===== src/inc/dscr_pkg.sv =====
// Purpose: constants and types for the decoder status/config register bank
// Assumes: 32-bit AXI4-Lite register window, one 8-bit register per word
// Notes: offsets are byte addresses; upper data bits read as zero
//
// Functional notes
// Four-bit next-mode preview: 0..7 give mode, top bit means >7 or error
// Preview top bit ORs mode bits 7..3; erasure forces every bit high
// Reading status register three clears a pending decoder interrupt
// Invalid bit reads 0 after interrupt, 1 once all decoder regs read
// Status bit 5 shows ECC performed on the current block
// Any reset-register write reinitialises registers and picks host mode
// Hardware reset loads host-select with all ones
// After hardware reset stay idle until host mode is written
// After hardware reset pins float unless host read strobe is low
// Host-select 000 compat A, 001 ATAPI, 010 compat B, 011 float
// Ten-bit subcode block address held in low and high registers
// Config bit 7 selects serial format: 0 I2S, 1 EIAJ
// Config bits 6,5 select oversampling: none, twofold, fourfold
// Config bit 4 selects subcode format: 0 format A, 1 EIAJ
// Config bit 3 enables the Q-to-W subcode port
// Config bit 2 selects raw subcode, clear means cooked
// Config bit 1 puts external buffer RAM in test mode
// Serial bit clock is the timing reference for subcode recovery
// Software must program oversampling matching the DAC serial rate
// Unused bits of status three and config read zero, ignore writes
package dscr_pkg;

  localparam int AXI_AW = 8;
  localparam int REG_W = 8;
  localparam int SUB_AW = 10;
  localparam int SUB_LO_W = 8;
  localparam int HSEL_W = 3;

  localparam logic [7:0] OFF_STATUS3 = 8'h00;
  localparam logic [7:0] OFF_PREVIEW = 8'h04;
  localparam logic [7:0] OFF_RESET = 8'h08;
  localparam logic [7:0] OFF_SUB_LO = 8'h0C;
  localparam logic [7:0] OFF_SUB_HI = 8'h10;
  localparam logic [7:0] OFF_INCFG = 8'h14;
  localparam logic [7:0] OFF_HOST = 8'h18;

  localparam int DECODER_STATUS_THREE_INVALID_BIT = 7;
  localparam int DECODER_STATUS_THREE_ECC_BIT = 5;
  localparam int PREVIEW_TOP_BIT = 3;
  localparam int HOST_LIVE_BIT = 7;

  localparam logic [HSEL_W-1:0] HSEL_HW_RESET = 3'h7;
  localparam logic [HSEL_W-1:0] HSEL_COMPAT_A = 3'h0;
  localparam logic [HSEL_W-1:0] HSEL_ATAPI = 3'h1;
  localparam logic [HSEL_W-1:0] HSEL_COMPAT_B = 3'h2;
  localparam logic [HSEL_W-1:0] HSEL_FLOAT = 3'h3;

  localparam logic [SUB_AW-1:0] SUB_RESET = 10'h000;
  localparam logic [6:0] INCFG_RESET = 7'h00;
  localparam logic INVALID_RESET = 1'b1;

  localparam logic [1:0] RESP_OKAY = 2'h0;
  localparam logic [1:0] RESP_SLVERR = 2'h2;

  typedef enum logic [4:0] {
    HM_COMPAT_A = 5'b0_0001,
    HM_ATAPI = 5'b0_0010,
    HM_COMPAT_B = 5'b0_0100,
    HM_FLOAT = 5'b0_1000,
    HM_RESERVED = 5'b1_0000
  } dscr_host_mode_t;

  typedef enum logic [1:0] {
    LF_WAIT_SELECT = 2'b01,
    LF_RUN = 2'b10
  } dscr_life_t;

  typedef enum logic [2:0] {
    OS_NONE = 3'b001,
    OS_X2 = 3'b010,
    OS_X4 = 3'b100
  } dscr_oversample_t;

  // Bit order matches config register bits 7 down to 1
  typedef struct packed {
    logic serial_format_select;
    logic oversample_sel_hi;
    logic oversample_sel_lo;
    logic subcode_format_select;
    logic subcode_port_enable;
    logic subcode_raw_select;
    logic buffer_ram_test;
  } dscr_incfg_t;

  typedef struct packed {
    logic block_event;
    logic ecc_performed;
    logic [7:0] next_mode_byte;
    logic erasure_flag;
  } dscr_dec_in_t;

endpackage


===== src/logic/dscr_regs.sv =====
// Purpose: decoder status, soft reset/host select, subcode address and
//   input path configuration registers behind an AXI4-Lite slave
// Assumes: decoder inputs share clk; host read strobe and serial bit
//   clock are pins and pass two flip-flops first
// Notes: one write and one read in flight; reads answer one cycle after taking, writes two
//
// Decided for this implementation: the register addresses and the AXI4-Lite interface to the registers.
`timescale 1ns/1ps
`default_nettype none

module dscr_regs
  import dscr_pkg::*;
#(
  parameter int ADDR_W = AXI_AW
) (
  input wire logic clk,
  input wire logic rst_n,
  input wire logic [ADDR_W-1:0] s_axi_awaddr,
  input wire logic [2:0] s_axi_awprot,
  input wire logic s_axi_awvalid,
  output logic s_axi_awready,
  input wire logic [31:0] s_axi_wdata,
  input wire logic [3:0] s_axi_wstrb,
  input wire logic s_axi_wvalid,
  output logic s_axi_wready,
  output logic [1:0] s_axi_bresp,
  output logic s_axi_bvalid,
  input wire logic s_axi_bready,
  input wire logic [ADDR_W-1:0] s_axi_araddr,
  input wire logic [2:0] s_axi_arprot,
  input wire logic s_axi_arvalid,
  output logic s_axi_arready,
  output logic [31:0] s_axi_rdata,
  output logic [1:0] s_axi_rresp,
  output logic s_axi_rvalid,
  input wire logic s_axi_rready,
  input wire dscr_dec_in_t dec_in,
  input wire logic host_read_strobe_n,
  input wire logic serial_bit_clock,
  output logic decoder_interrupt,
  output logic regs_invalid_flag,
  output logic ecc_done_flag,
  output logic [3:0] next_mode_preview,
  output logic soft_reset_pulse,
  output logic device_idle,
  output dscr_host_mode_t host_mode,
  output logic host_pins_oe,
  output logic [SUB_AW-1:0] subcode_block_address,
  output dscr_incfg_t input_path_config,
  output dscr_oversample_t oversample_factor,
  output logic subcode_bit_tick
);

  if (ADDR_W < 8 || ADDR_W > 32) begin : g_bad_addr_w
    $error("dscr_regs: ADDR_W must lie between 8 and 32");
  end

  typedef struct packed {
    dscr_life_t life;
    logic [HSEL_W-1:0] hsel;
    logic aw_held;
    logic [ADDR_W-1:0] aw_addr;
    logic w_held;
    logic [REG_W-1:0] w_data;
    logic w_lane0;
    logic bvalid;
    logic [1:0] bresp;
    logic rvalid;
    logic [REG_W-1:0] rdata;
    logic [1:0] rresp;
    logic irq;
    logic invalid;
    logic ecc;
    logic [3:0] preview;
    logic [1:0] read_mask;
    logic [SUB_AW-1:0] sub_addr;
    dscr_incfg_t cfg;
    logic srst;
    logic pins_oe;
    logic hrd_meta;
    logic hrd_sync;
    logic bck_meta;
    logic bck_sync;
    logic bck_prev;
    logic [1:0] bck_cnt;
    logic tick;
  } dscr_state_t;

  dscr_state_t s;
  dscr_state_t next_s;

  function automatic logic hit(input logic [ADDR_W-1:0] a,
                               input logic [7:0] off);
    logic [ADDR_W-1:0] o;
    o = ADDR_W'(off);
    return a[ADDR_W-1:2] == o[ADDR_W-1:2];
  endfunction

  function automatic dscr_host_mode_t decode_hsel(
      input logic [HSEL_W-1:0] h);
    dscr_host_mode_t m;
    case (h)
      HSEL_COMPAT_A: m = HM_COMPAT_A;
      HSEL_ATAPI: m = HM_ATAPI;
      HSEL_COMPAT_B: m = HM_COMPAT_B;
      HSEL_FLOAT: m = HM_FLOAT;
      default: m = HM_RESERVED;
    endcase
    return m;
  endfunction

  function automatic dscr_oversample_t decode_os(input dscr_incfg_t c);
    dscr_oversample_t f;
    case ({c.oversample_sel_hi, c.oversample_sel_lo})
      2'b01: f = OS_X2;
      2'b10: f = OS_X4;
      default: f = OS_NONE;
    endcase
    return f;
  endfunction

  // Read view of each register; unmapped words give zero
  function automatic logic [REG_W-1:0] read_view(
      input dscr_state_t st, input logic [ADDR_W-1:0] a);
    logic [REG_W-1:0] v;
    v = '0;
    if (hit(a, OFF_STATUS3)) begin
      v[DECODER_STATUS_THREE_INVALID_BIT] = st.invalid;
      v[DECODER_STATUS_THREE_ECC_BIT] = st.ecc;
    end else if (hit(a, OFF_PREVIEW)) begin
      v[3:0] = st.preview;
    end else if (hit(a, OFF_SUB_LO)) begin
      v = st.sub_addr[SUB_LO_W-1:0];
    end else if (hit(a, OFF_SUB_HI)) begin
      v[SUB_AW-SUB_LO_W-1:0] = st.sub_addr[SUB_AW-1:SUB_LO_W];
    end else if (hit(a, OFF_INCFG)) begin
      v = {st.cfg, 1'b0};
    end else if (hit(a, OFF_HOST)) begin
      v[HOST_LIVE_BIT] = (st.life == LF_RUN);
      v[HSEL_W-1:0] = st.hsel;
    end
    return v;
  endfunction

  function automatic logic mapped(input logic [ADDR_W-1:0] a);
    return hit(a, OFF_STATUS3) || hit(a, OFF_PREVIEW) ||
           hit(a, OFF_RESET) || hit(a, OFF_SUB_LO) ||
           hit(a, OFF_SUB_HI) || hit(a, OFF_INCFG) || hit(a, OFF_HOST);
  endfunction

  logic bck_rise;
  logic [1:0] bck_last;
  logic do_write;
  logic read_take;

  assign s_axi_awready = !s.aw_held && !s.bvalid;
  assign s_axi_wready = !s.w_held && !s.bvalid;
  assign s_axi_arready = !s.rvalid;
  assign s_axi_bvalid = s.bvalid;
  assign s_axi_bresp = s.bresp;
  assign s_axi_rvalid = s.rvalid;
  assign s_axi_rresp = s.rresp;
  assign s_axi_rdata = {24'h00_0000, s.rdata};

  assign do_write = s.aw_held && s.w_held;
  assign read_take = s_axi_arvalid && !s.rvalid;
  assign bck_rise = s.bck_sync && !s.bck_prev;

  always_comb begin
    case (decode_os(s.cfg))
      OS_X2: bck_last = 2'd1;
      OS_X4: bck_last = 2'd3;
      default: bck_last = 2'd0;
    endcase
  end

  always_comb begin
    next_s = s;
    next_s.srst = 1'b0;
    next_s.tick = 1'b0;

    // Pin synchronisers
    next_s.hrd_meta = host_read_strobe_n;
    next_s.hrd_sync = s.hrd_meta;
    next_s.bck_meta = serial_bit_clock;
    next_s.bck_sync = s.bck_meta;
    next_s.bck_prev = s.bck_sync;

    // Subcode bit timing follows the serial bit clock, slowed by the
    // programmed oversampling so one tick marks one disc data bit
    if (!s.cfg.subcode_port_enable) begin
      next_s.bck_cnt = 2'd0;
    end else if (bck_rise) begin
      if (s.bck_cnt >= bck_last) begin
        next_s.bck_cnt = 2'd0;
        next_s.tick = 1'b1;
      end else begin
        next_s.bck_cnt = s.bck_cnt + 2'd1;
      end
    end

    // Write address and data are taken in either order
    if (s_axi_awvalid && s_axi_awready) begin
      next_s.aw_held = 1'b1;
      next_s.aw_addr = s_axi_awaddr;
    end
    if (s_axi_wvalid && s_axi_wready) begin
      next_s.w_held = 1'b1;
      next_s.w_data = s_axi_wdata[REG_W-1:0];
      next_s.w_lane0 = s_axi_wstrb[0];
    end
    if (s.bvalid && s_axi_bready) begin
      next_s.bvalid = 1'b0;
    end

    // Reads; a read of status three acknowledges the interrupt
    if (s.rvalid && s_axi_rready) begin
      next_s.rvalid = 1'b0;
    end
    if (read_take) begin
      next_s.rvalid = 1'b1;
      next_s.rdata = read_view(s, s_axi_araddr);
      next_s.rresp = mapped(s_axi_araddr) ? RESP_OKAY : RESP_SLVERR;
      if (hit(s_axi_araddr, OFF_STATUS3)) begin
        next_s.irq = 1'b0;
        next_s.read_mask[0] = 1'b1;
      end
      if (hit(s_axi_araddr, OFF_PREVIEW)) begin
        next_s.read_mask[1] = 1'b1;
      end
    end

    // Register set turns invalid only once every part has been read
    if (!s.invalid && (&s.read_mask)) begin
      next_s.invalid = 1'b1;
    end

    // A new block outranks a same-cycle acknowledge; no block event
    // is taken until a host mode has been chosen
    if (dec_in.block_event && s.life == LF_RUN) begin
      next_s.irq = 1'b1;
      next_s.invalid = 1'b0;
      next_s.read_mask = 2'b00;
      next_s.ecc = dec_in.ecc_performed;
      for (int i = 0; i < PREVIEW_TOP_BIT; i++) begin
        next_s.preview[i] =
          dec_in.next_mode_byte[i] | dec_in.erasure_flag;
      end
      next_s.preview[PREVIEW_TOP_BIT] =
        (|dec_in.next_mode_byte[7:PREVIEW_TOP_BIT]) |
        dec_in.erasure_flag;
    end

    if (do_write) begin
      next_s.aw_held = 1'b0;
      next_s.w_held = 1'b0;
      next_s.bvalid = 1'b1;
      next_s.bresp = mapped(s.aw_addr) ? RESP_OKAY : RESP_SLVERR;
      if (s.w_lane0) begin
        if (hit(s.aw_addr, OFF_SUB_LO)) begin
          next_s.sub_addr[SUB_LO_W-1:0] = s.w_data;
        end
        if (hit(s.aw_addr, OFF_SUB_HI)) begin
          next_s.sub_addr[SUB_AW-1:SUB_LO_W] =
            s.w_data[SUB_AW-SUB_LO_W-1:0];
        end
        if (hit(s.aw_addr, OFF_INCFG)) begin
          next_s.cfg = s.w_data[REG_W-1:1];
        end
        // Device-wide restart wins over any event landing with it
        if (hit(s.aw_addr, OFF_RESET)) begin
          next_s.srst = 1'b1;
          next_s.hsel = s.w_data[HSEL_W-1:0];
          next_s.life = LF_RUN;
          next_s.irq = 1'b0;
          next_s.invalid = INVALID_RESET;
          next_s.ecc = 1'b0;
          next_s.preview = 4'h0;
          next_s.read_mask = 2'b00;
          next_s.sub_addr = SUB_RESET;
          next_s.cfg = INCFG_RESET;
          next_s.bck_cnt = 2'd0;
        end
      end
    end

    // Pin drive: before a mode exists, only a low read strobe drives
    case (s.life)
      LF_WAIT_SELECT: next_s.pins_oe = !s.hrd_sync;
      LF_RUN: begin
        case (decode_hsel(s.hsel))
          HM_COMPAT_A, HM_ATAPI, HM_COMPAT_B: next_s.pins_oe = 1'b1;
          default: next_s.pins_oe = 1'b0;
        endcase
      end
      default: next_s.pins_oe = 1'b0;
    endcase
  end

  always_ff @(posedge clk or negedge rst_n) begin
    if (!rst_n) begin
      s <= '0;
      s.life <= LF_WAIT_SELECT;
      s.hsel <= HSEL_HW_RESET;
      s.invalid <= INVALID_RESET;
      s.sub_addr <= SUB_RESET;
      s.cfg <= INCFG_RESET;
      s.hrd_meta <= 1'b1;
      s.hrd_sync <= 1'b1;
      s.rresp <= RESP_OKAY;
      s.bresp <= RESP_OKAY;
    end else begin
      s <= next_s;
    end
  end

  assign decoder_interrupt = s.irq;
  assign regs_invalid_flag = s.invalid;
  assign ecc_done_flag = s.ecc;
  assign next_mode_preview = s.preview;
  assign soft_reset_pulse = s.srst;
  assign device_idle = (s.life == LF_WAIT_SELECT);
  assign host_mode = decode_hsel(s.hsel);
  assign host_pins_oe = s.pins_oe;
  assign subcode_block_address = s.sub_addr;
  assign input_path_config = s.cfg;
  assign oversample_factor = decode_os(s.cfg);
  assign subcode_bit_tick = s.tick;

endmodule

`default_nettype wire


===== config.mk =====
export PLATFORM = sky130hd
export DESIGN_NAME = dscr_regs
export DESIGN_NICKNAME = d
export VERILOG_FILES = /design/src/inc/dscr_pkg.sv /design/src/logic/dscr_regs.sv
export SDC_FILE = /design/constraint.sdc
export NUM_CORES = 1
export LEC_CHECK = 0
export BUFFER_PORTS_ARGS = -buffer_cell sky130_fd_sc_hd__buf_2
export CORE_MARGIN = 10
export CORE_UTILIZATION = 51
export CTS_CLUSTER_SIZE = 28
export DETAILED_ROUTE_END_ITERATION = 16
export GPL_TIMING_DRIVEN = 0
export HOLD_SLACK_MARGIN = 0.12
export PLACE_DENSITY = 0.94
export SLEW_MARGIN = 10
export SYNTH_ARGS = -nofsm -noshare
export SYNTH_HDL_FRONTEND = slang
export SYNTH_SLANG_ARGS = --single-unit
export TNS_END_PERCENT = 100

===== constraint.sdc =====
create_clock -name clk -period 3.8 [get_ports clk]
set_clock_uncertainty 0.1 [all_clocks]
set_input_delay 0.19 -clock clk [delete_from_list [all_inputs] [get_ports clk]]
set_output_delay 0.19 -clock clk [all_outputs]
set_load 0.01 [all_outputs]

== Word level (Yosys, flattened, before mapping) ==
Cells that the tools add are included.

* Register bits: 74
* Bits of input ports: 78
* Output and inout port bits: 77
* Word-level logic and storage cells: 162

* Add/sub/neg operators: 1
* Magnitude comparators: 1
* Equality and inequality tests: 24
* Muxes and demuxes: 50
* Bitwise logic cells: 4
* Reduce and logical (&&, ||, !) cells: 47

{| class="wikitable"
|+ Operator list
! kind !! count
|-
| two-way mux 27 bit || 3
|-
| equality test 6 x 3 -> 1 bit, second input constant || 6
|-
| equality test 6 x 2 -> 1 bit, second input constant || 4
|-
| two-way mux 2 bit || 10
|-
| case mux 5 bit (4 select lines) || 1
|-
| two-way mux 9 bit || 2
|-
| two-way mux 1 bit || 16
|-
| two-way mux 8 bit || 2
|-
| nonzero test 2 bit || 7
|-
| equality test 6 x 1 -> 1 bit, second input constant || 2
|-
| logical NOT 6 bit || 2
|-
| logical OR 1 bit || 12
|-
| two-way mux 12 bit || 1
|-
| two-way mux 3 bit || 4
|-
| two-way mux 4 bit || 3
|-
| AND reduction 3 bit || 4
|-
| logical AND 1 bit || 11
|-
| two-way mux 10 bit || 1
|-
| two-way mux 5 bit || 2
|-
| equality test 3 x 2 -> 1 bit, second input constant || 3
|-
| logical NOT 1 bit || 7
|-
| two-way mux 7 bit || 1
|-
| two-way mux 6 bit || 1
|-
| case mux 3 bit (2 select lines) || 1
|-
| 16 further kinds || 21
|}

== Depth between registers and ports, before layout ==
* Word-level depth: 13
* Depth in mapped cells: 8
* Depth with buffers taken out: 8

== Least setup slack after synthesis ==
No wires, ideal clock.

* Path kind: reg-to-reg
* From: register s (netlist bit input_path_config[4])
* To: register s[2] in the netlist's numbering
* Library setup time: 0.078 ns
* Arrival time: 1.624 ns
* Data required time: 3.622 ns
* Slack: 1.999 ns
* Stages on the path, launching flop included: 9
* Path buffers: 0
* Clock period less this slack: 1.801 ns
* Path through: dfrtp_1 > inv_1 > ha_1 > inv_1 > ha_1 > nand2b_1 > a21oi_1 > o21ai_0 > a21oi_1

{| class="wikitable"
|+ RTL lines
! item !! line !! source
|-
| from (decl) || dscr_regs.sv:89 || <nowiki>dscr_state_t s;</nowiki>
|-
| from (signal assigned) || dscr_regs.sv:313 || <nowiki>s <= next_s;</nowiki>
|}

==> run metrics <==
Async S/R FF share, synth 100.0%; Int Power 2.015 mW; post-cts resize count 0; commonest cells after routing, fill and taps aside buf_2 (91), dfrtp_1 (63), buf_4 (59); Max Clock Freq 468.7 MHz; routed vias/inst 4.988; first-pass GRT wire length 14760 um; Switching Fraction 33.37%; final instance area 0.004761 mm2; number of flops mapped to enable cells by yosys 0; DRT iter0 DRCs 137; type of the worst setup path reg -> reg; HP Start s_axi_araddr[4]; initial core utilization 52.43%; Max-Cap Viols 0; reg2reg start s[72]; Inserted Diodes 0; core box area 0.006756 mm2; critical path, cell by cell inv_1, ha_1, nand2_1, nor4_1, dlygate4sd3_1, nor3_1; placed cell count 535; Peak VDD IR 0.4232 mV; Critical Path RT 3.95 ns; WL met2 4645 um; gr usage total 17.62%; Final Setup Violations 0; fin cells 582; Clock Sinks 70; Die W 103.3 um; initial antenna violation count 0; Worst setup EP type flop; commonest non-fill, non-tap cell in the layout buf_2; Seq/Total Area, Yosys 49.70%; Final Slew Violations 0; Final TNS setup 0 ns; Psw 1.009 mW; fill cell count 496; # hold bufs at CTS 31; vias in the first global route 3071; Multi-input gate area 0.001325 mm2; final hold slack 0.1691 ns; Layout area overhead 34.40%; pin count of the biggest net entering global routing 70; CP Max Fanout 6; DR DRC count 0; Clk pin slew, worst setup/hold paths 0.07 ns; cell area after synthesis 0.003542 mm2; root buffer cell clkbuf_8; Worst-Margin Slew 0.6619 ns; Die Y 103.3 um; grt total ovfl 0; Port Buffers 90; die area 0.01068 mm2; Hold Vio Cnt, Final 0; Yosys reg bits 70; RSZ-0062 raised after global routing no; final WL 9152 um; layout cells sized above 1 40.84%; Routed WL per cell 15.73 um; vias 2903; Worst path slowest cell dlygate4sd3_1; Post-CTS Setup Bufs 0; Initial DRT Pass Iterations 4; prevailing post-synth register cell dfrtp_1; WL met1 3534 um; Final Net Count 581; CP startpoint kind flop; max incr delay on CP 0.57 ns; Clock Latency Late Sink 0.34 ns; Final period util 56.15%; Post-DP Area 0.004217 mm2; Worst Hold Class in -> reg; Syn Inst Count 339; htree depth 3; CTS tree built; row count 30; Avg Inst Size Synth 10.45 um2; met3 routed WL 800 um; combinational fraction of design power 36.0%; fin util 70.46%; yosys warns 0; Pwr Density 635.3 mW/mm2; Tmin final 2.134 ns; Clock Path Buffers 2; crit path DAT 2.28 ns; crit path buf inv count 2; HPWL after detailed placement 6449 um; clock buffer count from CTS 9; Rel. slew slack 55.25%; sequential power share 41.1%; Yosys cell types 45; Clk pwr share 22.9%; top layer in use met4; crit path launch s[72]; I/O pins 155; post-route antenna net violation count 0; FF+latch area 0.001760 mm2; outcome completed; Placer Congestion 0.7887; Top Family by Delay on Critical Path buffers and inverters; Leakage 2.435 nW
tightest hold or removal path, stage by stage:
cell	delay [ns]
buf_2	0.09
nor2_1	0.06
a31oi_1	0.17
nor3_1	0.06
state kept, by name (all words and copies together) (netlist names):
signal,count
s,28
subcode_block_address,10
s_axi_rdata,8
input_path_config,7
next_mode_preview,4
next_s,3
decoder_interrupt,1
ecc_done_flag,1
host_pins_oe,1
regs_invalid_flag,1
s_axi_bresp,1
s_axi_bvalid,1
s_axi_rresp,1
s_axi_rvalid,1
soft_reset_pulse,1
subcode_bit_tick,1
synthesized netlist by cell type (3+ instances only):
library cell | count | area (um2)
nor2_1 | 13 | 48.80
ha_1 | 6 | 75.07
nand2_1 | 27 | 101.4
nand3_1 | 9 | 45.04
dfstp_2 | 7 | 183.9
and2_1 | 3 | 18.77
nor3b_1 | 3 | 22.52
nor2b_1 | 6 | 37.54
inv_1 | 16 | 60.06
buf_4 | 58 | 435.4
a21oi_1 | 11 | 55.05
a22o_1 | 4 | 35.03
mux2_2 | 26 | 292.8
a22oi_1 | 6 | 45.04
nor3_1 | 12 | 60.06
nand2b_1 | 5 | 31.28
o21ai_0 | 22 | 110.1
dfrtp_1 | 63 | 1577
clkbuf_1 | 8 | 30.03
layer usage:
layer | track usage, % | up-vias
met5 | 0 | -
met4 | 5.348 | 0
met3 | 6.445 | 17
met2 | 29.82 | 110
met1 | 20.36 | 1393
li1 | - | 1383
path summary, 6_finish.rpt:
check | slack, ns | end | depth (start not counted)
setup / recovery | 1.67 | next_mode_preview[3] | 6
setup reg to reg | 1.67 | next_mode_preview[3] | 6
hold reg to reg | 0.25 | next_s[3] | 0
hold / removal | 0.17 | s[28] | 4
min in group asynchronous | 0.26 | next_s[6] | 2
max in group asynchronous | 2.99 | regs_invalid_flag | 3
per-stage QoR:
stage	setup WS (ns)	total power [mW]
5_1_grt	1.583	3.232
3_5_place_dp	1.798	2.311
6_report	1.666	3.024
3_3_place_gp	1.817	2.257
2_1_floorplan	1.999	1.921
4_1_cts	1.779	3.036
area by class of cell:
class / instances / area share [%]
plain buffers: 70 / 10.30
multi-input cells: 208 / 27.83
clock inverters: 3 / 1.367
flip-flops and latches: 70 / 36.98
repair buffers: 122 / 16.61
clock buffers: 13 / 3.548
well taps: 80 / 2.102
inverters: 16 / 1.261
power by group through the flow:
stage	clock, mW	combinational (mW)	sequential (mW)
2_1_floorplan	0	0.739	1.18
3_3_place_gp	0	1.03	1.23
3_5_place_dp	0	1.06	1.25
4_1_cts	0.702	1.09	1.24
5_1_grt	0.735	1.22	1.28
6_report	0.691	1.09	1.24
kinds of logic (layout without fill, tap and decap cells):
logic type	after synthesis	count (layout)	share of synthesized area, %
buffers and inverters	86	224	15.54
and+or+nand+nor	93	93	14.20
other	1	26	0.1059
muxes	27	27	8.548
xor gates and xnor gates	1	1	0.2473
DFF	70	70	49.70
adders and majority gates	6	6	2.119
AOI/OAI and AO/OA	55	55	9.537
No activity file was read; power rests on OpenSTA's default activity.
